**config.mk**
```make
export PLATFORM = sky130hd
export DESIGN_NAME = sws_sysio_bank
export DESIGN_NICKNAME = d
export VERILOG_FILES = /design/src/rtl/sws_pkg.sv /design/src/rtl/sws_wp_guard.sv /design/src/rtl/sws_irq_ctl.sv /design/src/rtl/sws_sysio_bank.sv
export SDC_FILE = /design/constraint.sdc
export NUM_CORES = 1
export LEC_CHECK = 0
export BUFFER_PORTS_ARGS = -buffer_cell sky130_fd_sc_hd__buf_2
export CAP_MARGIN = 20
export CORE_MARGIN = 5
export CORE_UTILIZATION = 40
export DETAILED_ROUTE_END_ITERATION = 8
export GPL_TIMING_DRIVEN = 0
export PLACE_DENSITY_LB_ADDON = 0.1
export SYNTH_ARGS = -nofsm -noshare
export SYNTH_HDL_FRONTEND = slang
export SYNTH_SLANG_ARGS = --single-unit
```
**constraint.sdc**
```tcl
create_clock -name mclk -period 2.65 [get_ports mclk]
set_input_delay 0.265 -clock mclk [delete_from_list [all_inputs] [get_ports mclk]]
set_output_delay 0.265 -clock mclk [all_outputs]
set_load 0.02 [all_outputs]
```
**src/rtl/sws_pkg.sv**
```systemverilog
// shared constants, types and helpers for the i/o select and write-protect bank
package sws_pkg;

  // bus widths
  localparam int unsigned DATA_W = 32;
  localparam int unsigned ADDR_W = 32;

  // register byte addresses
  localparam logic [ADDR_W-1:0] SYSIO_ADDR = 32'h400e0314;
  localparam logic [ADDR_W-1:0] PMODE_ADDR = 32'h400e03e4;
  localparam logic [ADDR_W-1:0] PSTAT_ADDR = 32'h400e03e8;
  localparam logic [ADDR_W-1:0] INT_STAT_ADDR = 32'h400e03f0;
  localparam logic [ADDR_W-1:0] INT_MASK_ADDR = 32'h400e03f4;
  // base that violation offsets are measured from
  localparam logic [ADDR_W-1:0] OFFSET_BASE = 32'h400e0200;

  // pin function select field positions
  localparam int unsigned PIN4_BIT = 4;
  localparam int unsigned PIN5_BIT = 5;
  localparam int unsigned PIN6_BIT = 6;
  localparam int unsigned PIN7_BIT = 7;
  localparam int unsigned PIN12_BIT = 12;

  // protect mode layout
  localparam int unsigned ENABLE_BIT = 0;
  localparam int unsigned KEY_LSB = 8;
  localparam int unsigned KEY_MSB = 31;
  localparam logic [KEY_MSB-KEY_LSB:0] PROTECT_KEY = 24'h4d4154;

  // protect status layout
  localparam int unsigned VFLAG_BIT = 0;
  localparam int unsigned SRC_LSB = 8;
  localparam int unsigned SRC_MSB = 23;
  localparam int unsigned SRC_W = SRC_MSB - SRC_LSB + 1;
  localparam logic [SRC_W-1:0] SYSIO_OFS = SRC_W'(SYSIO_ADDR - OFFSET_BASE);

  // reset values
  localparam logic PROTECT_RST = 1'b0;
  localparam logic [SRC_W-1:0] SRC_RST = 16'h0000;
  localparam logic [DATA_W-1:0] WORD_ZERO = 32'h0000_0000;

  // interrupt event bits
  localparam int unsigned EV_W = 2;
  localparam int unsigned EV_VIOLATION = 0;
  localparam int unsigned EV_BAD_KEY = 1;
  localparam logic [EV_W-1:0] EV_NONE = 2'h0;

  // one bit per routed pin, 1 selects the port line
  typedef struct packed {
    logic pin12_function_select;
    logic pin7_function_select;
    logic pin6_function_select;
    logic pin5_function_select;
    logic pin4_function_select;
  } sws_pin_sel_t;

  localparam sws_pin_sel_t SYSIO_RST = 5'h00;

  // register port request
  typedef struct packed {
    logic wr;
    logic rd;
    logic [ADDR_W-1:0] addr;
    logic [DATA_W-1:0] wdata;
  } sws_bus_req_t;

  // address match
  function automatic logic sws_hit(input logic [ADDR_W-1:0] a, input logic [ADDR_W-1:0] t);
    return a == t;
  endfunction

  // key field of a protect mode write
  function automatic logic [KEY_MSB-KEY_LSB:0] sws_key_of(input logic [DATA_W-1:0] d);
    return d[KEY_MSB:KEY_LSB];
  endfunction

endpackage

```
**src/rtl/sws_wp_guard.sv**
```systemverilog
// write-protect gate: decides which writes may land and which are violations
`timescale 1ns/1ps
`default_nettype none
module sws_wp_guard (
  input wire sws_pkg::sws_bus_req_t bus_req,
  input wire logic protect_en,
  output logic sysio_wr_ok,
  output logic sysio_blocked,
  output logic key_wr_ok,
  output logic key_wr_bad
);

  logic sysio_wr;
  logic pmode_wr;

  // classify the current write
  always_comb
  begin
    sysio_wr = bus_req.wr && sws_pkg::sws_hit(bus_req.addr, sws_pkg::SYSIO_ADDR);
    pmode_wr = bus_req.wr && sws_pkg::sws_hit(bus_req.addr, sws_pkg::PMODE_ADDR);
    sysio_wr_ok = sysio_wr && !protect_en;
    sysio_blocked = sysio_wr && protect_en;
    key_wr_ok = pmode_wr && (sws_pkg::sws_key_of(bus_req.wdata) == sws_pkg::PROTECT_KEY);
    key_wr_bad = pmode_wr && (sws_pkg::sws_key_of(bus_req.wdata) != sws_pkg::PROTECT_KEY);
  end

endmodule
`default_nettype wire

```
**src/rtl/sws_irq_ctl.sv**
```systemverilog
// sticky event status, mask and level interrupt
`timescale 1ns/1ps
`default_nettype none
module sws_irq_ctl (
  input wire logic mclk,
  input wire logic rst_n,
  input wire logic [sws_pkg::EV_W-1:0] events,
  input wire logic wr_stat,
  input wire logic wr_mask,
  input wire logic [sws_pkg::EV_W-1:0] wdata,
  output logic [sws_pkg::EV_W-1:0] status,
  output logic [sws_pkg::EV_W-1:0] mask,
  output logic irq
);

  typedef struct packed {
    logic [sws_pkg::EV_W-1:0] status;
    logic [sws_pkg::EV_W-1:0] mask;
    logic irq;
  } sws_irq_st_t;

  sws_irq_st_t st_q;
  sws_irq_st_t st_d;

  // write one to clear, a new event in the same cycle wins
  always_comb
  begin
    st_d = st_q;
    if (wr_stat)
    begin
      st_d.status = st_q.status & ~wdata;
    end
    st_d.status = st_d.status | events;
    if (wr_mask)
    begin
      st_d.mask = wdata;
    end
    st_d.irq = |(st_d.status & st_d.mask);
  end

  always_ff @(posedge mclk or negedge rst_n)
  begin
    if (!rst_n)
    begin
      st_q <= '0;
    end
    else
    begin
      st_q <= st_d;
    end
  end

  assign status = st_q.status;
  assign mask = st_q.mask;
  assign irq = st_q.irq;
endmodule
`default_nettype wire

```
**src/rtl/sws_sysio_bank.sv**
```systemverilog
// system i/o select register with keyed write protection and violation status
`timescale 1ns/1ps
`default_nettype none
module sws_sysio_bank (
  input wire logic mclk,
  input wire logic rst_n,
  input wire sws_pkg::sws_bus_req_t bus_req,
  output logic [sws_pkg::DATA_W-1:0] rdata,
  output var sws_pkg::sws_pin_sel_t pin_sel,
  output logic protect_on,
  output logic irq
);

  // bank state except the interrupt status and mask, which u_irq holds
  typedef struct packed {
    sws_pkg::sws_pin_sel_t sysio;
    logic protect_enable;
    logic violation_flag;
    logic [sws_pkg::SRC_W-1:0] violation_source;
    logic [sws_pkg::DATA_W-1:0] rdata;
  } sws_bank_st_t;

  sws_bank_st_t st_q;
  sws_bank_st_t st_d;

  logic sysio_wr_ok;
  logic sysio_blocked;
  logic key_wr_ok;
  logic key_wr_bad;
  logic rd_sysio;
  logic rd_pmode;
  logic rd_pstat;
  logic rd_istat;
  logic rd_imask;
  logic wr_istat;
  logic wr_imask;
  logic [sws_pkg::EV_W-1:0] events;
  logic [sws_pkg::EV_W-1:0] int_status;
  logic [sws_pkg::EV_W-1:0] int_mask;

  // protection gate on incoming writes
  sws_wp_guard u_guard (
    .bus_req(bus_req),
    .protect_en(st_q.protect_enable),
    .sysio_wr_ok(sysio_wr_ok),
    .sysio_blocked(sysio_blocked),
    .key_wr_ok(key_wr_ok),
    .key_wr_bad(key_wr_bad)
  );

  // strobe decode for reads and interrupt registers
  always_comb
  begin
    rd_sysio = bus_req.rd && sws_pkg::sws_hit(bus_req.addr, sws_pkg::SYSIO_ADDR);
    rd_pmode = bus_req.rd && sws_pkg::sws_hit(bus_req.addr, sws_pkg::PMODE_ADDR);
    rd_pstat = bus_req.rd && sws_pkg::sws_hit(bus_req.addr, sws_pkg::PSTAT_ADDR);
    rd_istat = bus_req.rd && sws_pkg::sws_hit(bus_req.addr, sws_pkg::INT_STAT_ADDR);
    rd_imask = bus_req.rd && sws_pkg::sws_hit(bus_req.addr, sws_pkg::INT_MASK_ADDR);
    wr_istat = bus_req.wr && sws_pkg::sws_hit(bus_req.addr, sws_pkg::INT_STAT_ADDR);
    wr_imask = bus_req.wr && sws_pkg::sws_hit(bus_req.addr, sws_pkg::INT_MASK_ADDR);
    events = sws_pkg::EV_NONE;
    events[sws_pkg::EV_VIOLATION] = sysio_blocked;
    events[sws_pkg::EV_BAD_KEY] = key_wr_bad;
  end

  // sticky events, mask and interrupt line
  sws_irq_ctl u_irq (
    .mclk(mclk),
    .rst_n(rst_n),
    .events(events),
    .wr_stat(wr_istat),
    .wr_mask(wr_imask),
    .wdata(bus_req.wdata[sws_pkg::EV_W-1:0]),
    .status(int_status),
    .mask(int_mask),
    .irq(irq)
  );

  // next state of the bank
  always_comb
  begin
    st_d = st_q;
    st_d.rdata = sws_pkg::WORD_ZERO;
    // pin routing bits land only through the gate
    if (sysio_wr_ok)
    begin
      st_d.sysio.pin4_function_select = bus_req.wdata[sws_pkg::PIN4_BIT];
      st_d.sysio.pin5_function_select = bus_req.wdata[sws_pkg::PIN5_BIT];
      st_d.sysio.pin6_function_select = bus_req.wdata[sws_pkg::PIN6_BIT];
      st_d.sysio.pin7_function_select = bus_req.wdata[sws_pkg::PIN7_BIT];
      st_d.sysio.pin12_function_select = bus_req.wdata[sws_pkg::PIN12_BIT];
    end
    // keyed protect enable, a bad key aborts the update
    if (key_wr_ok)
    begin
      st_d.protect_enable = bus_req.wdata[sws_pkg::ENABLE_BIT];
    end
    // status read clears the flag
    if (rd_pstat)
    begin
      st_d.violation_flag = 1'b0;
    end
    // a blocked write sets the flag, winning over a same-cycle clear
    if (sysio_blocked)
    begin
      st_d.violation_flag = 1'b1;
      st_d.violation_source = sws_pkg::SYSIO_OFS;
    end
    // read data for the cycle after the strobe
    if (rd_sysio)
    begin
      st_d.rdata[sws_pkg::PIN4_BIT] = st_q.sysio.pin4_function_select;
      st_d.rdata[sws_pkg::PIN5_BIT] = st_q.sysio.pin5_function_select;
      st_d.rdata[sws_pkg::PIN6_BIT] = st_q.sysio.pin6_function_select;
      st_d.rdata[sws_pkg::PIN7_BIT] = st_q.sysio.pin7_function_select;
      st_d.rdata[sws_pkg::PIN12_BIT] = st_q.sysio.pin12_function_select;
    end
    else if (rd_pmode)
    begin
      st_d.rdata[sws_pkg::ENABLE_BIT] = st_q.protect_enable; // key field stays zero
    end
    else if (rd_pstat)
    begin
      st_d.rdata[sws_pkg::VFLAG_BIT] = st_q.violation_flag;
      st_d.rdata[sws_pkg::SRC_MSB:sws_pkg::SRC_LSB] = st_q.violation_source;
    end
    else if (rd_istat)
    begin
      st_d.rdata[sws_pkg::EV_W-1:0] = int_status;
    end
    else if (rd_imask)
    begin
      st_d.rdata[sws_pkg::EV_W-1:0] = int_mask;
    end
  end

  // state register
  always_ff @(posedge mclk or negedge rst_n)
  begin
    if (!rst_n)
    begin
      st_q.sysio <= sws_pkg::SYSIO_RST;
      st_q.protect_enable <= sws_pkg::PROTECT_RST;
      st_q.violation_flag <= 1'b0;
      st_q.violation_source <= sws_pkg::SRC_RST;
      st_q.rdata <= sws_pkg::WORD_ZERO;
    end
    else
    begin
      st_q <= st_d;
    end
  end

  // outputs straight from the state flops
  assign rdata = st_q.rdata;
  assign pin_sel = st_q.sysio;
  assign protect_on = st_q.protect_enable;
endmodule
`default_nettype wire

```
==> results of run 1 <==
## stage by stage
| step | total power [uW] | cell area, um2 |
|---|---|---|
| 3_5_place_dp | 456 | 1980 |
| 2_1_floorplan | 395 | 1510 |
| 6_report | 602 | 2010 |
| 4_1_cts | 609 | 2010 |
| 5_1_grt | 636 | 2010 |
| 3_3_place_gp | 454 | 1980 |
## synthesized netlist by cell type, drive strengths merged, types with 4 or more instances
master,count,share of area
and2,5,0.024
and3,5,0.023
dfrtp,21,0.37
nor2,5,0.013
nand2,7,0.018
nor4b,5,0.031
inv,4,0.010
buf,38,0.20
nor3,4,0.014
mux2,7,0.071
## cells by family after synthesis
family,count (synthesis)
buffers and inverters,43
other,1
AND/OR/NAND/NOR,57
multiplexers,8
flip-flops,21
AO/OA/AOI/OAI,10
## area by class of cell
class,instances,share of cell area
sequential,21,0.261
clock buffer,3,0.0112
timing repair buffer,82,0.206
multi-input combinational,98,0.337
clock inverter,1,0.00249
tap,46,0.0286
inverter,4,0.00746
buffer,39,0.145
## placed cells by master, fill, tap and decap left out, types with 2 or more instances in the layout
master / Yosys / final
and2_1: 4 / 4
and3_1: 4 / 4
and4_1: 3 / 3
and4b_1: 2 / 2
buf_2: 0 / 81
buf_4: 37 / 37
clkbuf_4: 0 / 3
conb_1: 1 / 23
dfrtp_1: 21 / 21
inv_1: 4 / 4
mux2_4: 6 / 6
nand2_1: 7 / 7
nand2b_1: 2 / 2
nand3_1: 3 / 3
nand4_1: 3 / 3
nor2_1: 5 / 5
nor3_1: 4 / 4
nor4_1: 2 / 2
nor4b_1: 5 / 5
nor4bb_1: 3 / 3
or3_1: 2 / 2
## worst max-delay path: cells and delay by family
family / cells / cell delay (ns)
AND/OR/NAND/NOR: 4 / 1.33
multiplexers: 1 / 0.29
buffers and inverters: 2 / 0.23
## registers in the layout (all words and copies together) (netlist names)
name	cells
pin_sel	5
u_irq.irq	1
u_irq.mask	2
u_irq.status	2
protect_on	1
st_q	2
rdata	8
## power by group through the flow
stage / clock [uW] / combinational, uW / sequential [uW]
after floorplan: 0 / 68.7 / 327
after global placement: 0 / 128 / 327
after detailed placement: 0 / 129 / 327
after CTS: 158 / 131 / 320
after global routing: 171 / 145 / 320
final: 150 / 132 / 320
## metal layers
layer,vias up,share of wire
li1,664,-
met1,591,0.36
met2,35,0.58
met3,0,0.061
met4,0,0
met5,-,0
## worst paths after layout
kind	cells past startpoint	slack, ns	to
min	2	0.19	pin_sel[0]
min reg2reg	1	0.49	st_q[34]
min in group asynchronous	2	0.44	st_q[34]
max reg2reg	3	1.38	pin_sel[2]
max	7	0.72	pin_sel[2]
max in group asynchronous	2	1.90	rdata[4]
==> flow_summary_export.csv, run 1 <==
group,metric,value,unit
run_status,status,"complete, no violations",
detailed_routing,antenna_left,0,
critical_path,path_class,"input port to flop",
sta,rsz0062_at_grt,"false",
yosys,synth_top_family_by_area,"simple AND/OR/NAND/NOR gates",
critical_path,cp_cell_sequence,"buf_2 > or4b_4 > nor4_4 > and2_4 > and4b_1 > buf_6 > mux2_4",
power_and_ir_drop,p_per_area,299,mW/mm2
placement,placedCellCount,289,
clocking,insertion_delay,0.30,ns
sta,finalHoldViolCount,0,
grt,use_met3,0.0406,
yosys,syn_area,0.00143,mm2
placement,portBuffers,81,
power_and_ir_drop,power_frac_seq,0.532,
clocking,cts_resized,0,
detailed_routing,vias,1290,
power_and_ir_drop,p_int,443,uW
yosys,ys_types,41,
critical_path,cp_slowest_cell,"or4b_4",
detailed_routing,via_per_inst,4.39,
yosys,synth_fa_ha_area_frac,0,
clocking,cts-root-buf,"clkbuf_4",
yosys,synth_mux_area_frac,0.0779,
floorplan,row_count,21,
yosys,avgSynthCellArea,10.2,um2
power_and_ir_drop,power.switching,159,uW
yosys,synth_xor_area_frac,0,
grt,grt-ovfl-total,0,
grt,use_met2,0.263,
cells_and_area,final_nets,317,
sta,postLayoutSetupSlackWorst,0.723,ns
clocking,cts_buffer_depth,2,
power_and_ir_drop,swShare,0.264,
detailed_routing,wl_per_cell,11.5,um
yosys,yosys_warnings,0,
sta,fmax,0.519,GHz
worst_hold_path,worstHoldStart,"bus_req[4]",
floorplan,initial_utilization,0.422,
critical_path,rr_startpoint,"protect_on",
power_and_ir_drop,comb_power_share,0.219,
yosys,synth_top_flop_cell,"dfrtp_1",
yosys,synth_edf_count,0,
grt,grt_max_degree,22,
cells_and_area,antennaDiodeCount,0,
sta,tns,0,ns
clocking,cts_tree,"yes",
floorplan,die_area,0.00487,mm2
cells_and_area,final_layout_size_suffix_gt1_frac,0.548,
critical_path,max_stage_delay,0.53,ns
detailed_routing,drt_pass1_iterations,4,
critical_path,critPathLaunchType,"input port",
yosys,synth_seq_cells,21,
grt,grt_pass1_vias,1257,
critical_path,worst-endpoint-arrival,2.12,ns
power_and_ir_drop,p_clk_frac,0.249,
floorplan,die_h,69.8,um
sta,hold_ws,0.189,ns
yosys,ys_seq_area_frac,0.367,
clocking,holdBufCountCts,1,
placement,dp_slack,0.403,ns
grt,antenna_found_initial,0,
critical_path,end_kind,"flop",
yosys,synth_compound_area_frac,0.0656,
detailed_routing,wl,3370,um
sta,fin_crit_sh,0.727,
power_and_ir_drop,p_leak,0.00119,uW
grt,met1_usage,0.147,
yosys,synthSimpleGateAreaFrac,0.271,
critical_path,path_max_fanout,7,
cells_and_area,multiInputGateArea,679,um2
cells_and_area,instances_no_fill,294,
clocking,path_clk_slew,0.11,ns
job,drv_cap,0,
critical_path,cp-startpoint,"bus_req[45]",
sta,setup_viol,0,
placement,gp_congestion,0.769,
floorplan,io_pins,107,
cells_and_area,syn_to_final_growth,40.8,%
sta,finalMaxSlewViolations,0,
clocking,cts.sinks,21,
clocking,post_cts_buffers,0,
floorplan,die_x,69.8,um
cells_and_area,seq_area,526,um2
detailed_routing,drt_iter0_markers,41,
clocking,cts_buffers,3,
grt,grt_pass1_wl,5560,um
grt,track_usage,0.135,
sta,finalCriticalPeriod,1.93,ns
sta,finClkSkew,0.00596,ns
critical_path,cp.required,2.84,ns
yosys,synth_cells,140,
detailed_routing,drcViolationCount,0,
clocking,cts-htree-levels,1,
yosys,synthArstFlopShare,1.00,
floorplan,coreArea,0.00339,mm2
grt,busiest_layer,"met2",
placement,dp_hpwl,3000,um
power_and_ir_drop,max-vdd-ir-drop,0.000230,V
worst_hold_path,hold_path_class,"input port to flop",
cells_and_area,n_fill_cell,315,
cells_and_area,post-route-util,0.594,
No activity file was read; power rests on OpenSTA's default activity.
==> inputs of run 2 (changes only) <==
==> constraint.sdc (replaced) <==
create_clock -name mclk -period 1.8 [get_ports mclk]
set_input_delay 0.18 -clock mclk [delete_from_list [all_inputs] [get_ports mclk]]
set_output_delay 0.18 -clock mclk [all_outputs]
set_load 0.02 [all_outputs]
==> flow_summary_export.csv, run 2 (synthesized netlist as in run 1, its figures left out) <==
group,metric,value,unit
run_status,status,"complete, no violations",
detailed_routing,drt_pass1_iterations,4,
detailed_routing,drt_iter0_markers,32,
clocking,cts-htree-levels,1,
placement,dp_hpwl,2980,um
clocking,insertion_delay,0.29,ns
detailed_routing,wl_per_cell,11.7,um
detailed_routing,drcViolationCount,0,
sta,fmax,0.565,GHz
critical_path,end_kind,"flop",
placement,gp_congestion,0.826,
floorplan,die_h,69.8,um
sta,finalCriticalPeriod,1.77,ns
critical_path,rr_startpoint,"protect_on",
floorplan,initial_utilization,0.422,
detailed_routing,vias,1269,
cells_and_area,top_register,"rdata",
cells_and_area,layout_commonest_cell,"buf_2",
sta,fin_crit_sh,0.984,
grt,grt_max_degree,22,
power_and_ir_drop,p_leak,0.00121,uW
floorplan,coreArea,0.00339,mm2
grt,track_usage,0.136,
detailed_routing,antenna_left,0,
cells_and_area,antennaDiodeCount,0,
cells_and_area,final_nets,320,
cells_and_area,largest_reg_flops,8,
critical_path,path_max_fanout,5,
grt,antenna_found_initial,0,
clocking,path_clk_slew,0.11,ns
clocking,cts_tree,"yes",
power_and_ir_drop,power,880,uW
power_and_ir_drop,p_per_area,429,mW/mm2
clocking,cts-root-buf,"clkbuf_4",
job,drv_cap,0,
critical_path,cp.required,1.99,ns
placement,portBuffers,81,
sta,setup_viol,0,
cells_and_area,syn_to_final_growth,43.5,%
worst_hold_path,hold_path_class,"input port to flop",
grt,grt_pass1_vias,1259,
cells_and_area,final_cell_mix,"buf_2 (80), buf_4 (40), conb_1 (23)",
cells_and_area,final_layout_size_suffix_gt1_frac,0.562,
placement,place_area,0.00198,mm2
sta,finClkSkew,0.00232,ns
critical_path,worst-endpoint-arrival,1.96,ns
clocking,cts_buffers,3,
critical_path,critPathLaunchType,"input port",
clocking,cts_buffer_depth,2,
critical_path,cp-startpoint,"bus_req[45]",
grt,grt_pass1_wl,5500,um
sta,finalHoldViolCount,0,
sta,tns,0,ns
sta,finalMaxSlewViolations,0,
floorplan,die_x,69.8,um
power_and_ir_drop,max-vdd-ir-drop,0.000316,V
cells_and_area,stdcell_area,0.00205,mm2
floorplan,io_pins,107,
floorplan,row_count,21,
critical_path,path_class,"input port to flop",
grt,grt-ovfl-total,0,
detailed_routing,via_per_inst,4.27,
worst_hold_path,worstHoldStart,"bus_req[5]",
floorplan,die_area,0.00487,mm2
clocking,cts.sinks,21,
detailed_routing,wl,3460,um
run 2: metrics by stage:
stage | utilization | hold slack, ns | setup WS, ns | instances
6_report | 0.605 | 0.108 | 0.0286 | 297
5_1_grt | 0.605 | 0.0797 | -0.000328 | 297
4_1_cts | 0.598 | 0.0941 | 0.0366 | 296
3_5_place_dp | 0.583 | 0.153 | -0.347 | 289
3_3_place_gp | 0.583 | 0.151 | -0.355 | 289
2_1_floorplan | - | -0.116 | -0.116 | 162
run 2: timing repair:
item                       in CTS  in global routing
setup endpoints to repair       5                  7
setup buffers                   2                  1
resized for setup               0                  3
hold buffers                    1                  0
hold endpoints to repair       21                  0
run 2: path summary, 6_finish.rpt:
| check | endpoint | slack, ns | depth (start not counted) |
|---|---|---|---|
| worst max-delay path | pin_sel[0] | 0.03 | 7 |
| worst min register to register | st_q[34] | 0.48 | 1 |
| max in group asynchronous | pin_sel[1] | 1.13 | 2 |
| min in group asynchronous | rdata[4] | 0.36 | 2 |
| worst min-delay path | pin_sel[1] | 0.11 | 2 |
| worst max register to register | pin_sel[0] | 0.52 | 3 |
run 2: critical path, stage by stage:
cell and delay [ns]:
buf_6 0.09, or4b_4 0.53, nor4_4 0.28, and2_4 0.24, and4b_1 0.21, buf_6 0.14
mux2_4 0.30
run 2: final cells by class:
| type | count | area [um2] |
|---|---|---|
| fillers | 325 | 1340 |
| multi-input cells | 98 | 689 |
| flip-flops and latches | 21 | 526 |
| repair buffers | 85 | 444 |
| plain buffers | 39 | 293 |
| well taps | 46 | 57.6 |
| clock buffers | 3 | 22.5 |
| inverters | 4 | 15.0 |
| clock inverters | 1 | 5.00 |
run 2: layer usage:
metal / vias to the layer above / GRT usage / share of wire
met2: 27 / 0.270 / 0.59
met5: - / 0 / 0
li1: 668 / - / -
met1: 572 / 0.145 / 0.37
met3: 2 / 0.0362 / 0.042
met4: 0 / 0.0191 / 0.0038
run 2: power breakdown:
group          internal [uW]  total (uW)  switching, uW  leakage [uW]
clock                   82.7         213            131     0.0000177
combinational           99.0         195           96.4      0.000907
sequential               471         471     0.00000115      0.000283
==> inputs of run 3 (changes only) <==
==> constraint.sdc (replaced) <==
create_clock -name mclk -period 1.8 [get_ports mclk]
set_input_delay 0.54 -clock mclk [delete_from_list [all_inputs] [get_ports mclk]]
set_output_delay 0.54 -clock mclk [all_outputs]
set_load 0.02 [all_outputs]
==> flow_summary_export.csv, run 3 (synthesized netlist as in run 1, its figures left out) <==
group,metric,value,unit
floorplan,coreArea,0.00339,mm2
power_and_ir_drop,p_int,655,uW
critical_path,worst-endpoint-arrival,2.24,ns
grt,busiest_layer,"met2",
grt,antenna_found_initial,0,
critical_path,path_depth,7,
critical_path,worst-path-buf-inv,2,
sta,postLayoutSetupSlackWorst,-0.220,ns
power_and_ir_drop,p_clk_frac,0.264,
detailed_routing,antenna_left,0,
sta,finalHoldViolCount,0,
grt,use_met3,0.0348,
placement,gp_congestion,0.808,
critical_path,critPathLaunchType,"input port",
detailed_routing,drcViolationCount,0,
sta,fmax,0.495,GHz
grt,met1_usage,0.166,
detailed_routing,drt_pass1_iterations,4,
clocking,cts-htree-levels,1,
sta,finalMaxSlewViolations,0,
cells_and_area,final_cell_mix,"buf_2 (79), buf_4 (41), conb_1 (23)",
clocking,path_clk_slew,0.13,ns
power_and_ir_drop,comb_power_share,0.217,
power_and_ir_drop,p_leak,0.00122,uW
clocking,insertion_delay,0.32,ns
grt,grt-ovfl-total,0,
sta,rsz0062_at_grt,"true",
cells_and_area,largest_reg_flops,8,
grt,track_usage,0.143,
cells_and_area,layout_commonest_cell,"buf_2",
critical_path,max_stage_delay,0.53,ns
floorplan,die_h,69.8,um
critical_path,path_max_fanout,3,
sta,finalCriticalPeriod,2.02,ns
cells_and_area,post-route-util,0.616,
grt,grt_pass1_wl,5830,um
clocking,cts-root-buf,"clkbuf_4",
sta,setup_viol,10,
floorplan,row_count,21,
critical_path,critical-path-top-delay-family,"simple AND/OR/NAND/NOR gates",
floorplan,die_x,69.8,um
critical_path,cp.required,2.02,ns
floorplan,initial_utilization,0.422,
grt,use_met2,0.243,
cells_and_area,syn_to_final_growth,45.9,%
detailed_routing,via_per_inst,4.45,
power_and_ir_drop,p_per_area,435,mW/mm2
detailed_routing,wl_per_cell,11.4,um
floorplan,die_area,0.00487,mm2
power_and_ir_drop,power.switching,254,uW
floorplan,io_pins,107,
detailed_routing,wl,3380,um
clocking,cts.sinks,21,
detailed_routing,drt_iter0_markers,28,
clocking,cts_buffer_depth,2,
cells_and_area,antennaDiodeCount,0,
run_status,violations,"negative setup slack",
clocking,holdBufCountCts,0,
cells_and_area,top_register,"rdata",
critical_path,cp_slowest_cell,"or4b_4",
power_and_ir_drop,power_frac_seq,0.519,
power_and_ir_drop,max-vdd-ir-drop,0.000248,V
clocking,cts_tree,"yes",
critical_path,path_class,"input port to flop",
critical_path,cp_cell_sequence,"buf_6 > or4b_4 > nor4_4 > buf_4 > nand4_1 > mux2_4 > a2bb2o_4",
cells_and_area,final_nets,320,
power_and_ir_drop,swShare,0.279,
job,drv_cap,0,
worst_hold_path,hold_path_class,"input port to asynchronous set/reset pin",
cells_and_area,stdcell_area,0.00209,mm2
detailed_routing,vias,1321,
sta,fin_crit_sh,1.12,
critical_path,r2r_cells,3,
placement,place_area,0.00199,mm2
grt,grt_pass1_vias,1380,
critical_path,end_kind,"flop",
run_status,status,"finished, violations left",
sta,finClkSkew,0.00847,ns
clocking,cts_buffers,3,
placement,portBuffers,81,
grt,grt_max_degree,22,
placement,dp_hpwl,2890,um
cells_and_area,final_layout_size_suffix_gt1_frac,0.590,
## run 3: cell count changes in the layout (fill, tap and decap cells not counted), sizes merged
| cell | before | now |
|---|---|---|
| clkbuf | 4 | 3 |
| buf | 122 | 124 |
| dlygate4sd3 | 1 | 0 |
## run 3: final cells by class
class                   count  area, um2
plain buffers              38        289
inverters                   4       15.0
repair buffers             86        459
well taps                  46       57.6
flip-flops and latches     21        526
multi-input cells          98        713
clock inverters             1       5.00
clock buffers               3       22.5
fillers                   289       1300
## run 3: power by group through the flow
stage / combinational, uW / clock, uW / sequential (uW)
2_1_floorplan: 102 / 0 / 481
3_3_place_gp: 190 / 0 / 481
3_5_place_dp: 192 / 0 / 481
4_1_cts: 193 / 246 / 472
5_1_grt: 219 / 266 / 472
6_report: 197 / 240 / 472
## run 3: metrics by stage
step	setup TNS [ns]	setup WS, ns	instances	power (uW)	hold slack, ns
floorplan	-4.25	-0.473	162	583	0.244
global placement	-9.35	-0.721	289	670	0.446
detailed placement	-9.36	-0.730	289	672	0.449
CTS	-3.22	-0.358	297	911	0.162
global route	-2.38	-0.301	297	956	0.183
finish	-1.61	-0.220	297	908	0.143
## run 3: final timing paths
check,startpoint,to,slack [ns]
max,bus_req[45],u_irq.irq,-0.22
min,rst_n,rdata[1],0.14
max reg2reg,protect_on,pin_sel[4],0.49
min reg2reg,st_q[34],st_q[34],0.47
max in group asynchronous,rst_n,rdata[10],1.34
min in group mclk,bus_req[6],pin_sel[2],0.45
## run 3: worst reg2reg max path, stage by stage, from the launching register on
cell and delay (ns):
dfrtp_1 0.47, and4b_1 0.29, buf_6 0.14, mux2_4 0.30
## run 3: timing repair
item | CTS | global route
gates resized for setup | 3 | 6
pin swaps | 4 | 5
endpoints found under the setup margin | 15 | 19
setup buffers | 4 | 2
## run 3: metal layers
layer,vias up,share of wire
met1,582,0.39
met4,0,0.020
li1,668,-
met5,-,0
met2,64,0.50
met3,7,0.088
